[src/verilog/pdl_regs.svh]
// register offsets, reset values and timing constants for the pulse-to-level converter
`ifndef PDL_REGS_SVH
`define PDL_REGS_SVH
// ----------------------------------------------------------------
// register offsets (byte addresses)
// ----------------------------------------------------------------
`define PDL_CTRL_OFS      12'h000
`define PDL_STATUS_OFS    12'h004
`define PDL_INT_STAT_OFS  12'h008
`define PDL_INT_MASK_OFS  12'h00C
`define PDL_MODE0_OFS     12'h010
`define PDL_LEVEL0_OFS    12'h030
`define PDL_HAND0_OFS     12'h050
`define PDL_ANA0_OFS      12'h070
// ----------------------------------------------------------------
// field positions
// ----------------------------------------------------------------
`define PDL_CTRL_LOAD_REQ_BIT  0
`define PDL_STATUS_LOAD_BIT    0
`define PDL_STATUS_LOADED_BIT  1
`define PDL_STATUS_LOST_LSB    8
`define PDL_INT_DONE_LSB       0
`define PDL_INT_LOST_LSB       8
`define PDL_INT_LOAD_END_BIT   16
`define PDL_MODE_SEL_LSB       0
`define PDL_MODE_USE_LSB       4
`define PDL_MODE_INV_BIT       8
// ----------------------------------------------------------------
// reset values
// ----------------------------------------------------------------
`define PDL_INT_MASK_RST  32'h0000_0000
`define PDL_HAND_RST      7'h64
`define PDL_MODE_RST      2'h2
// ----------------------------------------------------------------
// timing, in units named; cycle counts derived at 200 MHz
// ----------------------------------------------------------------
`define PDL_CLK_HZ        200000000
`define PDL_TICK_MS       100
`define PDL_TICK_CYC      ((`PDL_CLK_HZ / 1000) * `PDL_TICK_MS)
`define PDL_TICK_10HZ     10
`define PDL_MIN_PULSE_S   1
`define PDL_FULL_SCALE_S  10
`define PDL_LOST_S        60
`define PDL_LOAD_WIN_S    10
`define PDL_GLITCH_MS     30
`define PDL_PWM_PERIOD    7'd100
`endif

[src/verilog/pdl_pkg.sv]
// types for the pulse-to-level converter
package pdl_pkg;
  typedef enum logic [1:0] {
    SEL_OFF,
    SEL_HAND,
    SEL_AUTO
  } sel_t;
  typedef enum logic [1:0] {
    USE_PULSE,
    USE_BINARY,
    USE_ANALOG
  } use_t;
  typedef struct packed {
    logic [6:0] level;
    logic       lost;
    logic       led_in;
    logic       led_out;
  } chan_out_t;
  typedef enum logic {
    BOOT_LOAD,
    BOOT_RUN
  } boot_t;
endpackage

[src/verilog/pulse_level_conv.sv]
// six-channel pulse on-time to output level converter with apb registers
// What this block does
// RQ1: auto output equals on-time, 1V/s, 10V cap
// RQ2: level held in 0.1V steps
// RQ3: no pulse in 60s forces zero
// RQ4: lost channel flashes input indicator 4Hz
// RQ5: flash repeats until next pulse arrives
// RQ6: pulse under one second gives zero
// RQ7: six independent input-output-selector channels
// RQ8: off selector holds output at zero
// RQ9: hand selector drives manual set level
// RQ10: auto selector uses paired pulse only
// RQ11: ac burst counted as one on-time
// RQ12: pulse use: indicator follows input
// RQ13: binary use: contact shown, optional invert
// RQ14: analog use: about ten brightness steps
// RQ15: output indicator brightness follows level
// RQ16: first ten seconds: double-blink heartbeat
// RQ17: load only in window, then 1Hz beat
// RQ18: serial port is outside this block
// RQ19: measure edge to edge, restart timeout

`include "pdl_regs.svh"
module pulse_level_conv #(
  parameter int CHANNELS = 6,
  parameter int TICK_CYC = `PDL_TICK_CYC,
  parameter int GLITCH_CYC = (`PDL_CLK_HZ / 1000) * `PDL_GLITCH_MS
) (
  // clock and reset
  input  wire logic                clk,
  input  wire logic                rstn,
  // apb slave
  input  wire logic                psel,
  input  wire logic                penable,
  input  wire logic                pwrite,
  input  wire logic [11:0]         paddr,
  input  wire logic [31:0]         pwdata,
  output logic      [31:0]         prdata,
  output logic                     pready,
  output logic                     pslverr,
  // channel pins
  input  wire logic [CHANNELS-1:0] pulse_in,
  input  wire logic [CHANNELS-1:0] hoa_hand,
  input  wire logic [CHANNELS-1:0] hoa_off,
  output logic      [6:0]          out_level [CHANNELS],
  output logic      [CHANNELS-1:0] led_in,
  output logic      [CHANNELS-1:0] led_out,
  // system
  output logic                     led_beat,
  output logic                     load_window,
  output logic                     irq
);
  if (CHANNELS < 1 || CHANNELS > 8) begin : g_bad_channels
    $error("channels must be 1 to 8");
  end
  if (TICK_CYC < 2 || GLITCH_CYC < 1 || GLITCH_CYC >= TICK_CYC) begin : g_bad_timing
    $error("bad timing parameters");
  end

  // ----------------------------------------------------------------
  // 10 Hz tick and pwm slot counter
  // ----------------------------------------------------------------
  logic [31:0] tick_cnt;
  logic        tick;
  logic [6:0]  pwm_cnt;
  always_ff @(posedge clk or negedge rstn) begin
    if (!rstn) begin
      tick_cnt <= 32'h0000_0000;
    end else if (tick) begin
      tick_cnt <= 32'h0000_0000;
    end else begin
      tick_cnt <= tick_cnt + 32'h0000_0001;
    end
  end
  assign tick = (tick_cnt == 32'(TICK_CYC - 1));

  // pwm runs on clk; 100 slots give the brightness resolution of one level step
  always_ff @(posedge clk or negedge rstn) begin
    if (!rstn) begin
      pwm_cnt <= 7'h00;
    end else if (pwm_cnt == `PDL_PWM_PERIOD - 7'd1) begin
      pwm_cnt <= 7'h00;
    end else begin
      pwm_cnt <= pwm_cnt + 7'h01;
    end
  end

  // slow phase: 0..9 within each second
  logic [3:0] phase;
  always_ff @(posedge clk or negedge rstn) begin
    if (!rstn) begin
      phase <= 4'h0;
    end else if (tick) begin
      phase <= (phase == 4'h9) ? 4'h0 : phase + 4'h1;
    end
  end

  // ----------------------------------------------------------------
  // heartbeat and loading window
  // ----------------------------------------------------------------
  pdl_pkg::boot_t boot;
  logic [6:0]     boot_ticks;
  logic           load_req;
  logic           loaded;
  always_ff @(posedge clk or negedge rstn) begin
    if (!rstn) begin
      boot       <= pdl_pkg::BOOT_LOAD;
      boot_ticks <= 7'h00;
    end else if (tick && boot == pdl_pkg::BOOT_LOAD) begin
      boot_ticks <= boot_ticks + 7'h01;
      if (boot_ticks == 7'(`PDL_LOAD_WIN_S * `PDL_TICK_10HZ - 1)) begin
        boot <= pdl_pkg::BOOT_RUN; // see RQ17
      end
    end
  end
  assign load_window = (boot == pdl_pkg::BOOT_LOAD);

  // two quick blips then pause, vs one blip a second
  always_ff @(posedge clk or negedge rstn) begin
    if (!rstn) begin
      led_beat <= 1'b0;
    end else if (boot == pdl_pkg::BOOT_LOAD) begin
      led_beat <= (phase == 4'h0) || (phase == 4'h2); // see RQ16
    end else begin
      led_beat <= (phase == 4'h0); // see RQ17
    end
  end

  // ----------------------------------------------------------------
  // per-channel measurement
  // ----------------------------------------------------------------
  pdl_pkg::sel_t   sel     [CHANNELS];
  pdl_pkg::use_t   use_m   [CHANNELS];
  logic            inv     [CHANNELS];
  logic [6:0]      hand_lv [CHANNELS];
  logic [6:0]      ana_lv  [CHANNELS];
  pdl_pkg::chan_out_t ch   [CHANNELS];
  logic [CHANNELS-1:0] ev_done;
  logic [CHANNELS-1:0] ev_lost;

  function automatic logic [6:0] ten_step(input logic [6:0] v);
    ten_step = 7'((v / 7'd10) * 7'd10);
  endfunction

  for (genvar i = 0; i < CHANNELS; i++) begin : g_ch
    logic [1:0]  sync;
    logic [31:0] hold_cnt;
    logic        active;
    logic [7:0]  on_ticks;
    logic [9:0]  idle_ticks;
    logic [6:0]  meas;
    logic        was_active;
    logic [6:0]  drv;
    logic [1:0]  off_sync;
    logic [1:0]  hand_sync;
    always_ff @(posedge clk or negedge rstn) begin
      if (!rstn) begin
        sync <= 2'h0;
      end else begin
        sync <= {sync[0], pulse_in[i]};
      end
    end
    // selector switches are pins too: two flops before the decode
    always_ff @(posedge clk or negedge rstn) begin
      if (!rstn) begin
        off_sync  <= 2'h0;
        hand_sync <= 2'h0;
      end else begin
        off_sync  <= {off_sync[0], hoa_off[i]};
        hand_sync <= {hand_sync[0], hoa_hand[i]};
      end
    end
    // an ac burst drops to zero each half cycle; hold active across the gaps
    always_ff @(posedge clk or negedge rstn) begin
      if (!rstn) begin
        hold_cnt <= 32'h0000_0000;
        active   <= 1'b0;
      end else if (sync[1]) begin
        hold_cnt <= 32'(GLITCH_CYC); // see RQ11
        active   <= 1'b1;
      end else if (hold_cnt != 32'h0000_0000) begin
        hold_cnt <= hold_cnt - 32'h0000_0001;
      end else begin
        active <= 1'b0;
      end
    end
    always_ff @(posedge clk or negedge rstn) begin
      if (!rstn) begin
        was_active <= 1'b0;
        on_ticks   <= 8'h00;
        idle_ticks <= 10'h000;
        meas       <= 7'h00;
        ch[i].lost <= 1'b0;
        ev_done[i] <= 1'b0;
        ev_lost[i] <= 1'b0;
      end else begin
        was_active <= active;
        ev_done[i] <= 1'b0;
        ev_lost[i] <= 1'b0;
        if (active && !was_active) begin
          on_ticks   <= 8'h00; // see RQ19
          idle_ticks <= 10'h000;
          ch[i].lost <= 1'b0; // see RQ5
        end else if (!active && was_active) begin
          ev_done[i] <= 1'b1;
          if (on_ticks < 8'(`PDL_MIN_PULSE_S * `PDL_TICK_10HZ)) begin
            meas <= 7'h00; // see RQ6
          end else if (on_ticks >= 8'(`PDL_FULL_SCALE_S * `PDL_TICK_10HZ)) begin
            meas <= 7'(`PDL_FULL_SCALE_S * `PDL_TICK_10HZ); // see RQ1
          end else begin
            meas <= on_ticks[6:0]; // see RQ2
          end
        end else if (tick) begin
          // a tick on an edge cycle is dropped: one step of jitter
          if (active && on_ticks != 8'hFF) begin
            on_ticks <= on_ticks + 8'h01;
          end
          if (idle_ticks == 10'(`PDL_LOST_S * `PDL_TICK_10HZ - 1)) begin
            if (!ch[i].lost) begin
              ev_lost[i] <= 1'b1;
            end
            ch[i].lost <= 1'b1; // see RQ3
            meas       <= 7'h00;
          end else begin
            idle_ticks <= idle_ticks + 10'h001;
          end
        end
      end
    end
    // pin selector wins over software mode: it is the field override
    always_comb begin
      if (off_sync[1] || (!hand_sync[1] && sel[i] == pdl_pkg::SEL_OFF)) begin
        drv = 7'h00; // see RQ8
      end else if (hand_sync[1] || sel[i] == pdl_pkg::SEL_HAND) begin
        drv = hand_lv[i]; // see RQ9
      end else begin
        drv = meas; // see RQ10
      end
    end
    always_ff @(posedge clk or negedge rstn) begin
      if (!rstn) begin
        ch[i].level   <= 7'h00;
        ch[i].led_in  <= 1'b0;
        ch[i].led_out <= 1'b0;
      end else begin
        ch[i].level   <= drv;
        ch[i].led_out <= (drv >= 7'(`PDL_TICK_10HZ)) && (pwm_cnt < drv); // see RQ15
        if (ch[i].lost) begin
          ch[i].led_in <= !phase[0] && (phase < 4'h8); // see RQ4
        end else begin
          unique case (use_m[i])
            pdl_pkg::USE_BINARY: ch[i].led_in <= sync[1] ^ inv[i]; // see RQ13
            pdl_pkg::USE_ANALOG: ch[i].led_in <= pwm_cnt < ten_step(ana_lv[i]); // see RQ14
            default:             ch[i].led_in <= active; // see RQ12
          endcase
        end
      end
    end
    assign out_level[i] = ch[i].level; // see RQ7
    assign led_in[i]    = ch[i].led_in;
    assign led_out[i]   = ch[i].led_out;
  end

  // ----------------------------------------------------------------
  // apb registers
  // ----------------------------------------------------------------
  logic        wr;
  logic        rd_ok;
  logic [31:0] int_stat;
  logic [31:0] int_mask;
  logic [31:0] ev_all;
  logic        load_end;
  assign wr      = psel && penable && pwrite; // see RQ18
  assign pready  = 1'b1;
  assign pslverr = psel && penable && !rd_ok;
  assign load_end = tick && boot == pdl_pkg::BOOT_LOAD
                    && boot_ticks == 7'(`PDL_LOAD_WIN_S * `PDL_TICK_10HZ - 1);
  always_comb begin
    ev_all = 32'h0000_0000;
    ev_all[`PDL_INT_DONE_LSB +: CHANNELS] = ev_done;
    ev_all[`PDL_INT_LOST_LSB +: CHANNELS] = ev_lost;
    ev_all[`PDL_INT_LOAD_END_BIT] = load_end;
  end

  // set beats clear in the same cycle
  always_ff @(posedge clk or negedge rstn) begin
    if (!rstn) begin
      int_stat <= 32'h0000_0000;
      int_mask <= `PDL_INT_MASK_RST;
    end else begin
      if (wr && paddr == `PDL_INT_STAT_OFS) begin
        int_stat <= (int_stat & ~pwdata) | ev_all;
      end else begin
        int_stat <= int_stat | ev_all;
      end
      if (wr && paddr == `PDL_INT_MASK_OFS) begin
        int_mask <= pwdata;
      end
    end
  end
  assign irq = |(int_stat & int_mask);

  // a load request outside the window is ignored
  always_ff @(posedge clk or negedge rstn) begin
    if (!rstn) begin
      load_req <= 1'b0;
      loaded   <= 1'b0;
    end else if (wr && paddr == `PDL_CTRL_OFS) begin
      load_req <= pwdata[`PDL_CTRL_LOAD_REQ_BIT] && load_window; // see RQ17
      loaded   <= loaded || (pwdata[`PDL_CTRL_LOAD_REQ_BIT] && load_window);
    end
  end

  for (genvar i = 0; i < CHANNELS; i++) begin : g_cfg
    always_ff @(posedge clk or negedge rstn) begin
      if (!rstn) begin
        sel[i]     <= pdl_pkg::SEL_AUTO;
        use_m[i]   <= pdl_pkg::USE_PULSE;
        inv[i]     <= 1'b0;
        hand_lv[i] <= `PDL_HAND_RST;
        ana_lv[i]  <= 7'h00;
      end else if (wr) begin
        if (paddr == `PDL_MODE0_OFS + 12'(4 * i)) begin
          if (pwdata[1:0] != 2'h3) begin
            sel[i] <= pdl_pkg::sel_t'(pwdata[`PDL_MODE_SEL_LSB +: 2]);
          end
          if (pwdata[5:4] != 2'h3) begin
            use_m[i] <= pdl_pkg::use_t'(pwdata[`PDL_MODE_USE_LSB +: 2]);
          end
          inv[i] <= pwdata[`PDL_MODE_INV_BIT];
        end
        if (paddr == `PDL_HAND0_OFS + 12'(4 * i)) begin
          hand_lv[i] <= (pwdata[6:0] > 7'd100) ? 7'd100 : pwdata[6:0]; // see RQ9
        end
        if (paddr == `PDL_ANA0_OFS + 12'(4 * i)) begin
          ana_lv[i] <= (pwdata[6:0] > 7'd100) ? 7'd100 : pwdata[6:0];
        end
      end
    end
  end

  // read data loads in the setup cycle so it stands at the access edge
  always_ff @(posedge clk or negedge rstn) begin
    if (!rstn) begin
      prdata <= 32'h0000_0000;
    end else if (psel && !penable && !pwrite) begin
      prdata <= 32'h0000_0000;
      if (paddr == `PDL_CTRL_OFS) prdata <= {31'h0, load_req};
      if (paddr == `PDL_INT_STAT_OFS) prdata <= int_stat;
      if (paddr == `PDL_INT_MASK_OFS) prdata <= int_mask;
      if (paddr == `PDL_STATUS_OFS) begin
        prdata[`PDL_STATUS_LOAD_BIT]   <= load_window;
        prdata[`PDL_STATUS_LOADED_BIT] <= loaded;
        for (int i = 0; i < CHANNELS; i++) prdata[`PDL_STATUS_LOST_LSB + i] <= ch[i].lost;
      end
      for (int i = 0; i < CHANNELS; i++) begin
        if (paddr == `PDL_MODE0_OFS + 12'(4 * i)) prdata <= {23'h0, inv[i], 2'h0, use_m[i], 2'h0, sel[i]};
        if (paddr == `PDL_LEVEL0_OFS + 12'(4 * i)) prdata <= {25'h0, ch[i].level};
        if (paddr == `PDL_HAND0_OFS + 12'(4 * i)) prdata <= {25'h0, hand_lv[i]};
        if (paddr == `PDL_ANA0_OFS + 12'(4 * i)) prdata <= {25'h0, ana_lv[i]};
      end
    end
  end

  always_comb begin
    rd_ok = (paddr == `PDL_CTRL_OFS) || (paddr == `PDL_STATUS_OFS)
         || (paddr == `PDL_INT_STAT_OFS) || (paddr == `PDL_INT_MASK_OFS);
    for (int i = 0; i < CHANNELS; i++) begin
      if (paddr == `PDL_MODE0_OFS + 12'(4 * i) || paddr == `PDL_LEVEL0_OFS + 12'(4 * i)
          || paddr == `PDL_HAND0_OFS + 12'(4 * i) || paddr == `PDL_ANA0_OFS + 12'(4 * i)) begin
        rd_ok = 1'b1;
      end
    end
  end
endmodule

[config.mk]
export PLATFORM = sky130hd
export DESIGN_NAME = pulse_level_conv
export DESIGN_NICKNAME = d
export VERILOG_FILES = /design/src/verilog/pdl_pkg.sv /design/src/verilog/pulse_level_conv.sv
export VERILOG_INCLUDE_DIRS = /design/src /design/src/verilog
export SDC_FILE = /design/constraint.sdc
export NUM_CORES = 2
export LEC_CHECK = 0
export BUFFER_PORTS_ARGS = -buffer_cell sky130_fd_sc_hd__buf_2
export CAP_MARGIN = 10
export CORE_MARGIN = 2
export CORE_UTILIZATION = 60
export CTS_CLUSTER_SIZE = 16
export DETAILED_ROUTE_END_ITERATION = 16
export PLACE_DENSITY = 0.82
export SLEW_MARGIN = 20
export SYNTH_ARGS = -nofsm -noshare
export SYNTH_HDL_FRONTEND = slang
export SYNTH_SLANG_ARGS = --single-unit
[constraint.sdc]
create_clock -name clk -period 5.3 [get_ports clk]
set_input_delay 0.265 -clock clk [delete_from_list [all_inputs] [get_ports clk]]
set_output_delay 0.265 -clock clk [all_outputs]
set_load 0.01 [all_outputs]
Word-level counts from Yosys, hierarchy flattened. Cells that the tools add are included.

$add $sub $neg: 22. $mul: 6. Div/mod/pow operators: 6. $lt $le $gt $ge: 32. Equal/unequal tests: 82. Muxes and demuxes: 233. Bitwise logic cells: 18. Reduce and logical (&&, ||, !) cells: 205.

Operator list (number): 32-bit two-way mux (40); 7-bit two-way mux (44); 10-bit two-way mux (24); 8-bit two-way mux (24); 32-bit nonzero test (6); 32-bit by 1-bit subtractor with 32-bit output (second input constant) (6); 12-bit by 7-bit equality test with 1-bit output (second input constant) (12); 3-bit AND reduction (36); 1-bit two-way mux (92); 7-bit less-than comparator (12); 12-bit by 6-bit equality test with 1-bit output (second input constant) (6); 2-bit nonzero test (36); 32-bit bitwise AND (2); 32-bit by 17-bit bitwise OR with 32-bit output (2); 10-bit by 1-bit adder with 10-bit output (second input constant) (6); 10-bit equality test (second input constant) (6); 8-bit by 1-bit adder with 8-bit output (second input constant) (6); 12-bit by 5-bit equality test with 1-bit output (second input constant) (4); 8-bit by 7-bit greater-or-equal comparator with 1-bit output (second input constant) (6); 8-bit by 4-bit less-than comparator with 1-bit output (second input constant) (6); 8-bit inequality test (second input constant) (6); 7-bit by 4-bit divider with 7-bit output (second input constant) (6); 7-bit by 4-bit greater-or-equal comparator with 1-bit output (second input constant) (6); 1-bit logical AND (42); other kinds (30) (168).

Register bits after elaboration: 726. Output and inout bits: 91. Word-level logic and storage cells: 735.

Longest topological paths before layout.
Word-level depth: 29. Depth in mapped cells: 16.

Least setup slack after synthesis. OpenSTA, ideal clock, no wires.

Path kind: reg-to-reg. From: register ana_lv[37] in the netlist's numbering. To: register, netlist name led_in[0]. Arrival time: 3.201 ns. Path slack: 2.022 ns. Cell stages (with the launch flop): 15. Clock period less this slack: 3.278 ns. Path through: dfrtp_1 -> clkbuf_1 -> or3b_2 -> a32oi_1 -> o32ai_1 -> a21o_1 -> ha_1 -> ha_1 -> inv_1 -> fa_1 -> ha_1 -> and3_1 -> a221o_1 -> a21o_1 -> a21oi_1.

Word-level cells in the longest chain between the ends: 5.

Ends and longest elaborated chain: from (decl) (line pulse_level_conv.sv:136) `logic [6:0] ana_lv [CHANNELS];`; from (signal, indexed assignment) (line pulse_level_conv.sv:336) `ana_lv[i] <= (pwdata[6:0] > 7'd100) ? 7'd100 : pwdata[6:0];`; 7-bit by 4-bit divider with 7-bit output (line pulse_level_conv.sv:142) `ten_step = 7'((v / 7'd10) * 7'd10);`; 7-bit by 3-bit multiplier with 6-bit output (line pulse_level_conv.sv:142); 7-bit less-than comparator (line pulse_level_conv.sv:253) `pdl_pkg::USE_ANALOG: ch[i].led_in <= pwm_cnt < ten_step(ana_lv[i]);`; 1-bit one-hot mux with 2 select lines (line pulse_level_conv.sv:251) `unique case (use_m[i])`; 1-bit two-way mux (line pulse_level_conv.sv:248) `if (ch[i].lost) begin`.

No other way between the ends. A chain may end at the register's enable or synchronous reset.

Worst setup path in the final report.
From: register ana_lv[40] in the netlist's numbering. To: register, netlist name led_in[0].

Word-level cells in the longest chain between the ends: 5.

Ends and longest elaborated chain (line): 7-bit by 4-bit divider with 7-bit output (pulse_level_conv.sv:142); 7-bit by 3-bit multiplier with 6-bit output (pulse_level_conv.sv:142); 7-bit less-than comparator (pulse_level_conv.sv:253); 1-bit one-hot mux with 2 select lines (pulse_level_conv.sv:251); 1-bit two-way mux (pulse_level_conv.sv:248).

No other way between the ends.

==> flow_summary.json <==
{
  "status": "finished, final reports clean",
  "netlist_area_um2": 38700,
  "ys_seq_area_share_pct": 47.0,
  "track_usage_pct": 31.6,
  "wirelength_mm": 105,
  "endpoint": "led_in[0]",
  "met3_usage_pct": 5.36,
  "drc": 0,
  "dr.pass1.iters": 8,
  "path_clk_slew_ns": 0.06,
  "worstPathMaxFanout": 10,
  "final_max_slew_viol_count": 0,
  "met2_usage_pct": 50.5,
  "hold_violations": 0,
  "worstPathArrival_ns": 4.14,
  "critPathLaunchType": "flop",
  "finalHoldWorstSlack_ns": 0.0685,
  "cts.repair.resized": 0,
  "ir_worst_vdd_mv": 0.376,
  "clock_latency_ns": 0.67,
  "synth_area_leaders": "dfrtp_1 (45%), nor2_1 (4.3%), ha_1 (3.8%)",
  "ys.flop_type": "dfrtp_1",
  "cp-end-kind": "flop",
  "period_needed_ns": 3.56,
  "synth_nets": 4229,
  "r2r_slack_ns": 1.74,
  "fin_crit_sh_pct": 67.2,
  "yosysTopAreaCell": "dfrtp_1",
  "core_um2": 64100,
  "r2r_cells": 13,
  "regToRegStartpoint": "ana_lv[40]",
  "syn_to_final_growth_pct": 10.9,
  "antenna_found_initial": 2,
  "finalSetupViolCount": 0,
  "nFillCells": 4780,
  "yosysWarnings": 0,
  "first_global_vias": 30300,
  "start_util_pct": 60.4,
  "maxCapViolCount": 0,
  "yosysMostFrequentCell": "dfrtp_1",
  "p_leak_nw": 18.9,
  "chipWidth_um": 258,
  "synth_seq_cells": 726,
  "async_reset_ff_share_pct": 100,
  "port_buffers": 156,
  "synthTopCellsByCount": "dfrtp_1 (702), nor2_1 (440), nand2_1 (364)",
  "reg2reg_to": "led_in[0]",
  "grt_pass1_wl_mm": 167,
  "drt_first_iter_violations": 3297,
  "core.rowCount": 93,
  "pin_count": 158,
  "ant_nets": 0,
  "post_cts_buffers": 0,
  "gr-total-overflow": 0,
  "relSlewSlack_pct": 30.2,
  "cts_buffer_depth": 3,
  "synth.avg_cell_area_um2": 9.58,
  "die_area_um2": 66600,
  "dr_total_vias": 31500,
  "routedWlPerCell_um": 20.9,
  "fmax_mhz": 281,
  "hold_path_class": "in -> reg",
  "tns_ns": 0,
  "cp-startpoint": "ana_lv[40]",
  "max_slew.worst_pin.slew_ns": 1.05,
  "synth-edff-count": 0,
  "drive_above_1_share_pct": 12.4,
  "powerDensity_nw_per_um2": 284,
  "met1_usage_pct": 41.6,
  "cts_hold_buf": 45,
  "grt_max_degree": 166,
  "busiest_layer": "met2",
  "cp.required_ns": 5.87,
  "path_class": "reg -> reg",
  "finish.net_count": 4298,
  "clkSinkCount": 726,
  "htree_levels": 3,
  "routed_via_density": 6.28,
  "numCtsBuffers": 78,
  "synth_cell_types": 99,
  "fin_skew_ns": 0.0385,
  "cts_tree": "built",
  "rsz0062_at_grt": "false",
  "synth_cells": 4039,
  "die_h_um": 258,
  "synth_top_area_share_pct": 45.4,
  "cts-root-buf": "clkbuf_16",
  "dp_hpwl_mm": 72.2,
  "place.gp.congestion": 1.05
}
==> placed cells by master, fill, tap and decap left out, drive strengths merged, types with 49 or more instances in the layout <==
master / netlist / layout
nor4: 83 / 83
nor2b: 62 / 62
and3: 49 / 49
buf: 88 / 200
mux2: 83 / 83
ha: 117 / 117
xnor2: 124 / 124
xor2: 108 / 108
nand3: 116 / 116
nor2: 441 / 441
inv: 142 / 148
a21oi: 135 / 135
or3: 66 / 66
o21ai: 231 / 231
nand4: 66 / 66
a21o: 49 / 49
nand2: 364 / 364
clkbuf: 168 / 109
nor3: 102 / 102
dfrtp: 702 / 702
a22oi: 64 / 64
nand2b: 85 / 85
==> through the flow <==
stage               std cells  util [%]  cell area, um^2  setup slack, ns  total power [mW]
floorplan                4039         -            38700             2.02              6.25
global placement         4838      62.0            39800             1.88              6.54
detailed placement       4838      62.0            39800             1.77              6.56
CTS                      5025      66.9            42900             1.75              12.2
global route             5025      66.9            42900             1.57              12.6
finish                   5026      66.9            42900             1.74              12.2
==> routing by layer <==
metal	wire length (um)	part of all wire (%)	vias up
li1	-	-	14500
met1	42500	40	15500
met2	48600	46	1235
met3	7970	7.6	326
met4	5970	5.7	2
met5	13	0.012	-
==> report_power, final <==
part	switching [mW]	total [mW]	internal (mW)
combinational	0.471	0.721	0.249
clock	2.36	5.67	3.30
sequential	0.127	5.78	5.65
total	2.96	12.2	9.21
==> flip-flops by register name (all words and copies together), names as in the netlist, 42 cells and up <==
signal	count
g_ch.meas	42
out_level	42
g_ch.hold_cnt	192
hand_lv	42
ana_lv	42
g_ch.on_ticks	48
g_ch.idle_ticks	60
==> worst min path at each step <==
stage / startpoint / endpoint / slack (ns) / cells after the start
finish: pwdata[8] / int_stat[8] / 0.07 / 3
global route: pwdata[8] / int_stat[8] / 0.06 / 3
CTS: pwdata[8] / int_stat[8] / 0.04 / 3
detailed placement: g_ch[4].hand_sync[0] / g_ch[4].hand_sync[1] / 0.33 / 0
global placement: g_ch[4].hand_sync[0] / g_ch[4].hand_sync[1] / 0.33 / 0
floorplan: rstn / ana_lv[0] / -0.03 / 0
==> worst max-delay path: stages (launching register included) <==
cell,delay [ns]
dfrtp_1,0.56
nor2b_1,0.33
nand2_1,0.10
a221o_1,0.33
ha_1,0.29
ha_1,0.14
inv_1,0.05
fa_1,0.36
xor2_1,0.17
ha_1,0.29
and3_1,0.20
a221o_1,0.35
a21o_1,0.16
a21oi_1,0.16
==> area by class of cell <==
cell class                      count  area, um^2  share of cell area [%]
Antenna cell                        1        2.50                 0.00583
Inverter                          142         533                    1.24
Sequential cell                   726       18200                    42.4
Clock inverter                     33         443                    1.03
Multi-Input combinational cell   2915       18800                    43.8
Timing Repair Buffer              245        1620                    3.78
Tap cell                          855        1070                    2.49
Clock buffer                      109        2250                    5.24
==> cell families after synthesis <==
kind of cell | synth area share, %
adders and majority gates | 4.30
and+or+nand+nor | 21.6
AOI/OAI and AO/OA | 13.9
other | 0.00969
DFF | 47.0
xor gates and xnor gates | 5.25
muxes | 3.48
buffers and inverters | 4.52
No activity file was read; power rests on OpenSTA's default activity.
